==> config.mk <==
export PLATFORM = sky130hd
export DESIGN_NAME = ascii_serial_message_port
export DESIGN_NICKNAME = d
export VERILOG_FILES = /design/src/rtl/serial_msg_pkg.sv /design/src/rtl/char_buffer.sv /design/src/rtl/ascii_serial_message_port.sv
export SDC_FILE = /design/constraint.sdc
export NUM_CORES = 2
export LEC_CHECK = 0
export BUFFER_PORTS_ARGS = -buffer_cell sky130_fd_sc_hd__buf_2
export CORE_MARGIN = 5
export CORE_UTILIZATION = 55
export CTS_CLUSTER_DIAMETER = 150
export DETAILED_ROUTE_END_ITERATION = 8
export MAX_ROUTING_LAYER = met4
export PLACE_DENSITY = 0.82
export SYNTH_ARGS = -nofsm -noshare
export SYNTH_HDL_FRONTEND = slang
export SYNTH_SLANG_ARGS = --single-unit
==> constraint.sdc <==
create_clock -name clk -period 11 [get_ports clk]
set_input_delay 1.1 -clock clk [delete_from_list [all_inputs] [get_ports clk]]
set_output_delay 1.1 -clock clk [all_outputs]
set_load 0.01 [all_outputs]
==> src/rtl/serial_msg_pkg.sv <==
// Shared constants for the ASCII serial message port.
package serial_msg_pkg;

	localparam int unsigned CLK_HZ    = 20_000_000;
	localparam int unsigned BAUD_RATE = 57_600;
	localparam int unsigned CNT_W     = 9;
	localparam logic [CNT_W-1:0] BIT_CYCLES = CNT_W'(CLK_HZ / BAUD_RATE);
	localparam logic [CNT_W-1:0] HALF_BIT   = CNT_W'(CLK_HZ / BAUD_RATE / 2);

	localparam int unsigned CHAR_W      = 7;
	localparam int unsigned FRAME_BITS  = 10;
	localparam logic [3:0]  LAST_FRAME_BIT = 4'(FRAME_BITS - 1);
	localparam logic [2:0]  LAST_DATA_BIT  = 3'(CHAR_W - 1);

	localparam logic [CHAR_W-1:0] CHAR_LF   = 7'h0a;
	localparam logic [CHAR_W-1:0] CHAR_CR   = 7'h0d;
	localparam logic [CHAR_W-1:0] CHAR_SEMI = 7'h3b;

	localparam int unsigned ADDR_W    = 8;
	localparam int unsigned BUF_DEPTH = 256;
	localparam int unsigned LEN_W     = 9;
	localparam logic [LEN_W-1:0] MAX_COMM_LEN = 9'h0ff;

	localparam logic [ADDR_W-1:0] ONE_ADDR = 8'h01;
	localparam logic [LEN_W-1:0]  ONE_LEN  = 9'h001;
	localparam logic [CNT_W-1:0]  ONE_CNT  = 9'h001;

endpackage

==> src/rtl/char_buffer.sv <==
// Character store holding one received message; read data comes from a register.
`timescale 1ns/1ps
module char_buffer #(
	parameter int unsigned WIDTH  = serial_msg_pkg::CHAR_W,
	parameter int unsigned DEPTH  = serial_msg_pkg::BUF_DEPTH,
	parameter int unsigned ADDR_W = serial_msg_pkg::ADDR_W
) (
	input  wire logic              clk,
	input  wire logic              arst_n,
	input  wire logic              ce,
	input  wire logic              wr_en,
	input  wire logic [ADDR_W-1:0] wr_addr,
	input  wire logic [WIDTH-1:0]  wr_data,
	input  wire logic [ADDR_W-1:0] rd_addr,
	output logic      [WIDTH-1:0]  rd_data
);
	logic [WIDTH-1:0] mem [DEPTH];

	always_ff @(posedge clk) begin
		if (ce && wr_en) begin
			mem[wr_addr] <= wr_data;
		end
	end

	always_ff @(posedge clk or negedge arst_n) begin
		if (!arst_n) begin
			rd_data <= '0;
		end else if (ce) begin
			rd_data <= mem[rd_addr];
		end
	end
endmodule

==> src/rtl/ascii_serial_message_port.sv <==
// Serial character framing, message splitting and response framing for the message port.
`timescale 1ns/1ps
module ascii_serial_message_port #(
	parameter int unsigned BUF_DEPTH = serial_msg_pkg::BUF_DEPTH
) (
	input  wire logic                               clk,
	input  wire logic                               arst_n,
	input  wire logic                               ce,
	input  wire logic                               rx_pin,
	output logic                                    tx_pin,
	output logic [serial_msg_pkg::CHAR_W-1:0]       msg_data,
	output logic                                    msg_valid,
	output logic                                    msg_last,
	input  wire logic                               msg_ready,
	output logic                                    msg_drop,
	input  wire logic [serial_msg_pkg::CHAR_W-1:0]  rsp_data,
	input  wire logic                               rsp_valid,
	input  wire logic                               rsp_end,
	output logic                                    rsp_ready
);
	import serial_msg_pkg::*;

	typedef enum logic [2:0] {RX_IDLE, RX_START, RX_DATA, RX_PARITY, RX_STOP} rx_state_type;
	typedef enum logic [1:0] {MS_COLLECT, MS_FETCH, MS_SHOW} msg_state_type;
	typedef enum logic {TX_IDLE, TX_SEND} tx_state_type;
	typedef enum logic [1:0] {SRC_USER, SRC_CR, SRC_LF} tx_src_type;

	// Receive pin synchroniser; only the second and third stages are looked at.
	logic              sync1_reg, sync2_reg, sync3_reg, rx_level_reg;
	rx_state_type      rx_state_reg, rx_state_next;
	logic [CNT_W-1:0]  rx_cnt_reg, rx_cnt_next;
	logic [2:0]        rx_bit_reg, rx_bit_next;
	logic [CHAR_W-1:0] rx_shift_reg, rx_shift_next;
	logic              rx_par_reg, rx_par_next;
	logic              char_done_reg, char_done_next;
	logic              char_bad_reg, char_bad_next;

	msg_state_type     ms_state_reg, ms_state_next;
	logic [ADDR_W-1:0] wr_ptr_reg, wr_ptr_next;
	logic [ADDR_W-1:0] rd_idx_reg, rd_idx_next;
	logic [ADDR_W-1:0] len_reg, len_next;
	logic [LEN_W-1:0]  comm_len_reg, comm_len_next;
	logic              err_reg, err_next;
	logic              cr_pend_reg, cr_pend_next;
	logic              drop_reg, drop_next;
	logic              wr_en;
	logic              err_now;

	tx_state_type      tx_state_reg, tx_state_next;
	tx_src_type        src_reg, src_next;
	logic [FRAME_BITS-1:0] tx_shift_reg, tx_shift_next;
	logic [3:0]        tx_bit_reg, tx_bit_next;
	logic [CNT_W-1:0]  tx_cnt_reg, tx_cnt_next;
	logic              tx_pin_reg, tx_pin_next;
	logic [CHAR_W-1:0] load_char;
	logic              load;

	always_ff @(posedge clk or negedge arst_n) begin
		if (!arst_n) begin
			sync1_reg    <= 1'b1;
			sync2_reg    <= 1'b1;
			sync3_reg    <= 1'b1;
			rx_level_reg <= 1'b1;
		end else if (ce) begin
			sync1_reg <= rx_pin;
			sync2_reg <= sync1_reg;
			sync3_reg <= sync2_reg;
			if (sync2_reg == sync3_reg) begin
				rx_level_reg <= sync3_reg;
			end
		end
	end

	// Receiver: bits are sampled at mid-period after a half-bit start check.
	always_comb begin
		rx_state_next  = rx_state_reg;
		rx_cnt_next    = rx_cnt_reg + ONE_CNT;
		rx_bit_next    = rx_bit_reg;
		rx_shift_next  = rx_shift_reg;
		rx_par_next    = rx_par_reg;
		char_done_next = 1'b0;
		char_bad_next  = char_bad_reg;
		unique case (rx_state_reg)
			RX_IDLE: begin
				rx_cnt_next = '0;
				if (!rx_level_reg) begin
					rx_state_next = RX_START;
				end
			end
			RX_START: begin
				if (rx_cnt_reg == HALF_BIT - ONE_CNT) begin
					rx_cnt_next   = '0;
					rx_bit_next   = '0;
					rx_state_next = rx_level_reg ? RX_IDLE : RX_DATA;
				end
			end
			RX_DATA: begin
				if (rx_cnt_reg == BIT_CYCLES - ONE_CNT) begin
					rx_cnt_next   = '0;
					rx_shift_next = {rx_level_reg, rx_shift_reg[CHAR_W-1:1]};
					rx_bit_next   = rx_bit_reg + 3'h1;
					if (rx_bit_reg == LAST_DATA_BIT) begin
						rx_state_next = RX_PARITY;
					end
				end
			end
			RX_PARITY: begin
				if (rx_cnt_reg == BIT_CYCLES - ONE_CNT) begin
					rx_cnt_next   = '0;
					rx_par_next   = rx_level_reg;
					rx_state_next = RX_STOP;
				end
			end
			RX_STOP: begin
				if (rx_cnt_reg == BIT_CYCLES - ONE_CNT) begin
					char_done_next = 1'b1;
					// Odd parity and a high stop bit are both needed for a good character.
					char_bad_next  = !(^{rx_shift_reg, rx_par_reg}) || !rx_level_reg;
					rx_state_next  = RX_IDLE;
				end
			end
		endcase
	end

	always_ff @(posedge clk or negedge arst_n) begin
		if (!arst_n) begin
			rx_state_reg  <= RX_IDLE;
			rx_cnt_reg    <= '0;
			rx_bit_reg    <= '0;
			rx_shift_reg  <= '0;
			rx_par_reg    <= 1'b0;
			char_done_reg <= 1'b0;
			char_bad_reg  <= 1'b0;
		end else if (ce) begin
			rx_state_reg  <= rx_state_next;
			rx_cnt_reg    <= rx_cnt_next;
			rx_bit_reg    <= rx_bit_next;
			rx_shift_reg  <= rx_shift_next;
			rx_par_reg    <= rx_par_next;
			char_done_reg <= char_done_next;
			char_bad_reg  <= char_bad_next;
		end
	end

	// Message splitter. Characters that arrive while the previous message is still being
	// handed out cannot be stored, so the message they belong to is dropped.
	always_comb begin
		ms_state_next = ms_state_reg;
		wr_ptr_next   = wr_ptr_reg;
		rd_idx_next   = rd_idx_reg;
		len_next      = len_reg;
		comm_len_next = comm_len_reg;
		err_next      = err_reg;
		cr_pend_next  = cr_pend_reg;
		drop_next     = 1'b0;
		wr_en         = 1'b0;
		err_now       = err_reg;
		if (char_done_reg) begin
			if (comm_len_reg < MAX_COMM_LEN + ONE_LEN) begin
				comm_len_next = comm_len_reg + ONE_LEN;
			end
			err_now = err_reg || char_bad_reg || (comm_len_reg >= MAX_COMM_LEN);
			if (!char_bad_reg && (rx_shift_reg == CHAR_LF ||
				(rx_shift_reg == CHAR_SEMI && !cr_pend_reg))) begin
				if (!err_now && wr_ptr_reg != '0 && ms_state_reg == MS_COLLECT) begin
					ms_state_next = MS_FETCH;
					len_next      = wr_ptr_reg;
					rd_idx_next   = '0;
				end
				drop_next    = err_now;
				err_next     = 1'b0;
				wr_ptr_next  = '0;
				cr_pend_next = 1'b0;
				if (rx_shift_reg == CHAR_LF) begin
					comm_len_next = '0;
				end
			end else if (char_bad_reg || cr_pend_reg) begin
				// A carriage return must be followed at once by the line feed.
				err_next     = 1'b1;
				cr_pend_next = 1'b0;
			end else if (rx_shift_reg == CHAR_CR) begin
				cr_pend_next = 1'b1;
				err_next     = err_now;
			end else if (ms_state_reg != MS_COLLECT || err_now) begin
				err_next = 1'b1;
			end else begin
				wr_en       = 1'b1;
				wr_ptr_next = wr_ptr_reg + ONE_ADDR;
			end
		end
		unique case (ms_state_reg)
			MS_COLLECT: begin
			end
			MS_FETCH: begin
				ms_state_next = MS_SHOW;
			end
			MS_SHOW: begin
				if (msg_ready) begin
					if (msg_last) begin
						ms_state_next = MS_COLLECT;
					end else begin
						rd_idx_next   = rd_idx_reg + ONE_ADDR;
						ms_state_next = MS_FETCH;
					end
				end
			end
		endcase
	end

	always_ff @(posedge clk or negedge arst_n) begin
		if (!arst_n) begin
			ms_state_reg <= MS_COLLECT;
			wr_ptr_reg   <= '0;
			rd_idx_reg   <= '0;
			len_reg      <= '0;
			comm_len_reg <= '0;
			err_reg      <= 1'b0;
			cr_pend_reg  <= 1'b0;
			drop_reg     <= 1'b0;
		end else if (ce) begin
			ms_state_reg <= ms_state_next;
			wr_ptr_reg   <= wr_ptr_next;
			rd_idx_reg   <= rd_idx_next;
			len_reg      <= len_next;
			comm_len_reg <= comm_len_next;
			err_reg      <= err_next;
			cr_pend_reg  <= cr_pend_next;
			drop_reg     <= drop_next;
		end
	end

	char_buffer #(
		.WIDTH  (CHAR_W),
		.DEPTH  (BUF_DEPTH),
		.ADDR_W (ADDR_W)
	) u_buffer (
		.clk     (clk),
		.arst_n  (arst_n),
		.ce      (ce),
		.wr_en   (wr_en),
		.wr_addr (wr_ptr_reg),
		.wr_data (rx_shift_reg),
		.rd_addr (rd_idx_reg),
		.rd_data (msg_data)
	);

	assign msg_valid = (ms_state_reg == MS_SHOW);
	assign msg_last  = (rd_idx_reg == len_reg - ONE_ADDR);
	assign msg_drop  = drop_reg;

	// Transmitter: an offered character is loaded only once the transmitter is idle and no CR or LF of the last response is still due.
	always_comb begin
		load      = 1'b0;
		load_char = rsp_data;
		unique case (src_reg)
			SRC_USER: load = rsp_valid;
			SRC_CR: begin
				load      = 1'b1;
				load_char = CHAR_CR;
			end
			SRC_LF: begin
				load      = 1'b1;
				load_char = CHAR_LF;
			end
		endcase
		load = load && (tx_state_reg == TX_IDLE);
	end

	assign rsp_ready = (tx_state_reg == TX_IDLE) && (src_reg == SRC_USER);

	always_comb begin
		tx_state_next = tx_state_reg;
		src_next      = src_reg;
		tx_shift_next = tx_shift_reg;
		tx_bit_next   = tx_bit_reg;
		tx_cnt_next   = tx_cnt_reg + ONE_CNT;
		tx_pin_next   = tx_pin_reg;
		unique case (tx_state_reg)
			TX_IDLE: begin
				tx_cnt_next = '0;
				tx_pin_next = 1'b1;
				if (load) begin
					// Stop, odd parity, data, start; shifted out from bit zero.
					tx_shift_next = {1'b1, ~^load_char, load_char, 1'b0};
					tx_pin_next   = 1'b0;
					tx_bit_next   = '0;
					tx_state_next = TX_SEND;
					unique case (src_reg)
						SRC_USER: src_next = rsp_end ? SRC_CR : SRC_USER;
						SRC_CR:   src_next = SRC_LF;
						SRC_LF:   src_next = SRC_USER;
					endcase
				end
			end
			TX_SEND: begin
				if (tx_cnt_reg == BIT_CYCLES - ONE_CNT) begin
					tx_cnt_next   = '0;
					tx_shift_next = {1'b1, tx_shift_reg[FRAME_BITS-1:1]};
					tx_pin_next   = tx_shift_reg[1];
					tx_bit_next   = tx_bit_reg + 4'h1;
					if (tx_bit_reg == LAST_FRAME_BIT) begin
						tx_pin_next   = 1'b1;
						tx_state_next = TX_IDLE;
					end
				end
			end
		endcase
	end

	always_ff @(posedge clk or negedge arst_n) begin
		if (!arst_n) begin
			tx_state_reg <= TX_IDLE;
			src_reg      <= SRC_USER;
			tx_shift_reg <= '1;
			tx_bit_reg   <= '0;
			tx_cnt_reg   <= '0;
			tx_pin_reg   <= 1'b1;
		end else if (ce) begin
			tx_state_reg <= tx_state_next;
			src_reg      <= src_next;
			tx_shift_reg <= tx_shift_next;
			tx_bit_reg   <= tx_bit_next;
			tx_cnt_reg   <= tx_cnt_next;
			tx_pin_reg   <= tx_pin_next;
		end
	end

	assign tx_pin = tx_pin_reg;
endmodule

==> reports/qor.csv <==
stage,metric,value,unit
timing,Hold Fails Final Rpt,0,
synth,top_reg_cell synth,edfxtp_1,
synth,post-synthesis cell area,74900,µm²
job,Max-Cap Viols,1,
detailed_routing,Post-Route WL,195000,µm
timing,# setup viols final,0,
timing,Final Cycle Share,48.2,%
status,violated checks,"max-capacitance violations, max-slew violations",
finish,most flop-heavy register,u_buffer.mem,
detailed_routing,Via density,6.92,
floorplanning,Ports,26,
timing,Tmin final,5300,ps
finish,max reg flops,1792,
finish,FILL cells,8788,
clock_tree,worst skew pair latency,830,ps
clock_tree,CTS HTree Levels,4,
power,PwrDens,171,nW/µm²
floorplanning,Initial Util,55.3,%
worst_setup_path,Crit path arrival time,5930,ps
timing,Final Max Slew Viols,2,
finish,Synth-to-Final Area Change,10.5,%
global_routing,antenna violations before repair,5,
timing,Setup TNS,0,ps
worst_setup_path,Max stage delay on crit path,1200,ps
worst_setup_path,Critical Path RT,11630,ps
power,Flop pwr share,55.5,%
synth,register area share after synthesis,75.2,%
place,Final GP Congestion,0.924,
finish,Multi-input gate area,17500,µm²
worst_setup_path,FF-to-FF End,u_buffer.rd_data[5]$_DFFE_PN0P_,
clock_tree,CTS root buf,clkbuf_16,
timing,clock skew,36.6,ps
timing,max_slew headroom,-3.04,%
worst_setup_path,R2R depth,7,
floorplanning,Die X,379,µm
finish,final cell count without fillers,5847,
clock_tree,clock buffer depth,3,
global_routing,largest net degree at the start of global routing,196,
floorplanning,Die ar.,144000,µm²
floorplanning,core area,135000,µm²
power,clock network fraction of design power,43.4,%
clock_tree,"Gates resized, CTS repair",0,
finish,Final #Nets,3951,
place,IO buf count,25,
worst_setup_path,R2R setup slack,5700,ps
power,switching part of the total,20.1,%
synth,Post-Syn Nets,3886,
synth,cell taking the most area after synthesis,edfxtp_1,
clock_tree,CTS tree,done,
synth,top cell type's share of synthesized area,71.8,%
worst_setup_path,Worst Path Buf+Inv,2,
synth,number of flops mapped to enable cells by yosys,1792,
synth,post-synthesis register bit count,1891,
timing,RSZ-0062 raised after global routing,false,
synth,synth top area cells,"edfxtp_1 72%, mux4_2 13%, dfrtp_1 2.9%, nor2_1 1.8%, mux2i_1 1.4%",
status,status,finished with violations,
worst_setup_path,cell chain of the critical path,buf_4 -> buf_12 -> mux4_2 -> mux2i_1 -> o21ai_0 -> a2111oi_0 -> o32ai_1,
place,DP Worst Slack,6010,ps
floorplanning,FP Rows,135,
global_routing,Tot GR Track Use,28.2,%
timing,final worst setup slack,5700,ps
finish,layout cells sized above 1,21.3,%
detailed_routing,drt first pass iters,8,
power,P_int,11300,µW
synth,Synth Area per Inst,19.5,µm²
detailed_routing,DR WL/cell,33.3,µm
power,total power draw,14200,µW
worst_setup_path,kind of cell adding the most delay to the critical path,compound AO/OA/AOI/OAI gates,
finish,FF+latch area,56300,µm²
power,P_sw,2840,µW
synth,Synth Instances,3850,
floorplanning,Die Y,379,µm
worst_setup_path,Worst setup SP type,register,
clock_tree,clock sinks,1891,
detailed_routing,routed via count,40500,
timing,Worst Max-Slew Pin Slew,1510,ps
worst_setup_path,"slowest stage cell, crit path",a2111oi_0,
clock_tree,hold-fix buffers at CTS,0,
worst_setup_path,Worst Setup End Kind,register,
worst_setup_path,Critical Path Fanout Max,80,
synth,Ys Warns,0,
clock_tree,Post-CTS Setup Repair Bufs,0,
synth,post-synth cell types,75,
worst_hold_path,Hold WC Path Type,in -> async,
worst_setup_path,R2R Path Start,rd_idx_reg[0]$_DFFE_PN0P_,
place,post-DP HPWL,110000,µm
detailed_routing,Remaining DRCs,0,
timing,Max Clk Rate,0.189,GHz
clock_tree,clock-pin slew on the worst setup and hold paths,70,ps
global_routing,vias in the first global route,40000,
place,Placed Cells,5516,
power,Leak,0.0289,µW
clock_tree,number of buffers created by CTS,178,
power,Logic pwr share,1.1,%
detailed_routing,ANT nets after route,0,
detailed_routing,First DRT Iteration DRCs,6907,
power,VDD IR-drop max,0.000175,V
global_routing,remaining global-route overflow,0,
global_routing,first-pass GRT wire length,283000,µm
synth,Async SR Flop Fraction,5.24,%
worst_setup_path,critical path class,reg -> reg,
finish,# diodes,0,
worst_setup_path,CP startpoint,rd_idx_reg[0]$_DFFE_PN0P_,
[how the worst max path moves through the flow]
| stage | to | slack [ps] | depth (start not counted) |
|---|---|---|---|
| 2_1_floorplan | u_buffer.mem[160][0]$_DFFE_PP_ | 5210 | 8 |
| 3_3_place_gp | u_buffer.rd_data[0]$_DFFE_PN0P_ | 6150 | 9 |
| 3_5_place_dp | u_buffer.rd_data[5]$_DFFE_PN0P_ | 6010 | 7 |
| 4_1_cts | u_buffer.rd_data[5]$_DFFE_PN0P_ | 5910 | 7 |
| 5_1_grt | u_buffer.rd_data[5]$_DFFE_PN0P_ | 5480 | 7 |
| 6_report | u_buffer.rd_data[5]$_DFFE_PN0P_ | 5700 | 7 |
[cell type report]
cell class	count	area share [%]
clock buffer	219	5.71
clock inverter	112	1.26
inverter	28	0.130
multi-input combinational	1714	21.2
sequential	1891	68.1
tap	1781	2.69
timing repair buffer	102	0.943
[stage by stage]
step | utilization [%] | hold slack [ps] | area, µm²
finish | 61.1 | 269 | 82800
global route | 61.1 | 279 | 82800
CTS | 61.1 | 234 | 82800
detailed placement | 56.8 | 472 | 77000
global placement | 56.8 | 470 | 77000
floorplan | - | 451 | 74900
[routing by layer]
layer,global-route usage (%),up-vias,wire length [µm]
li1,-,15800,-
met1,36.8,20600,66000
met2,41.4,3389,89900
met3,7.87,721,26300
met4,14.1,0,12400
met5,-,-,0
[power groups by stage]
stage                     registers, µW  logic, µW  clock network, µW
after floorplan                    7990        121                  0
after global placement             8010        144                  0
after detailed placement           8010        154                  0
after CTS                          7860        156               6170
after global routing               7860        176               6490
final                              7860        153               6140
[cells by family after synthesis]
kind of cell / count (synthesis) / synth area share [%]
AO/OA/AOI/OAI: 338 / 3.08
XOR/XNOR: 47 / 0.550
adder cells (fa/ha/maj): 22 / 0.367
buffers and inverters: 245 / 1.45
flip-flops: 1891 / 75.2
multiplexers: 571 / 15.1
AND/OR/NAND/NOR: 736 / 4.32
[worst register-to-register path: stages, from the launching register on]
cell and delay (ps):
dfrtp_4 1120, buf_4 870, buf_12 560, mux4_2 760, mux2i_1 230, o21ai_0 140, a2111oi_0 1200, o32ai_1 240
[cell usage in the layout (no fill, tap or decap), types with 18 or more instances in the layout]
master and n:
nand3_1 40, buf_2 24, o22ai_1 30, a22oi_1 25, mux2i_1 102, xor2_1 25
mux4_2 442, nor2b_1 40, clkbuf_1 34, nand2_1 176, clkinv_2 26, a21oi_1 51
dfrtp_1 74, a211oi_1 26, clkbuf_16 182, nand4_1 18, nor2_1 356, mux2_2 26
xnor2_1 22, edfxtp_1 1792, ha_1 22, nor3_1 29, o21ai_0 74, clkinv_1 46
buf_4 72, inv_1 25
[cells in the mapped netlist, types with 14 or more instances]
master,instances
nand2_1,176
buf_4,22
o22ai_1,30
nand3_1,42
a2111oi_0,16
nor3_1,29
xnor2_1,22
a22oi_1,25
a211oi_1,26
mux4_2,442
nor2_1,356
dfrtp_1,86
buf_1,21
nor2b_1,41
mux2_2,26
xor2_1,25
mux2i_1,102
edfxtp_1,1792
buf_2,63
inv_1,26
a221oi_1,14
ha_1,22
a21oi_1,51
clkbuf_1,110
nand4_1,18
o21ai_0,74
(Power assumes the default switching activity.)
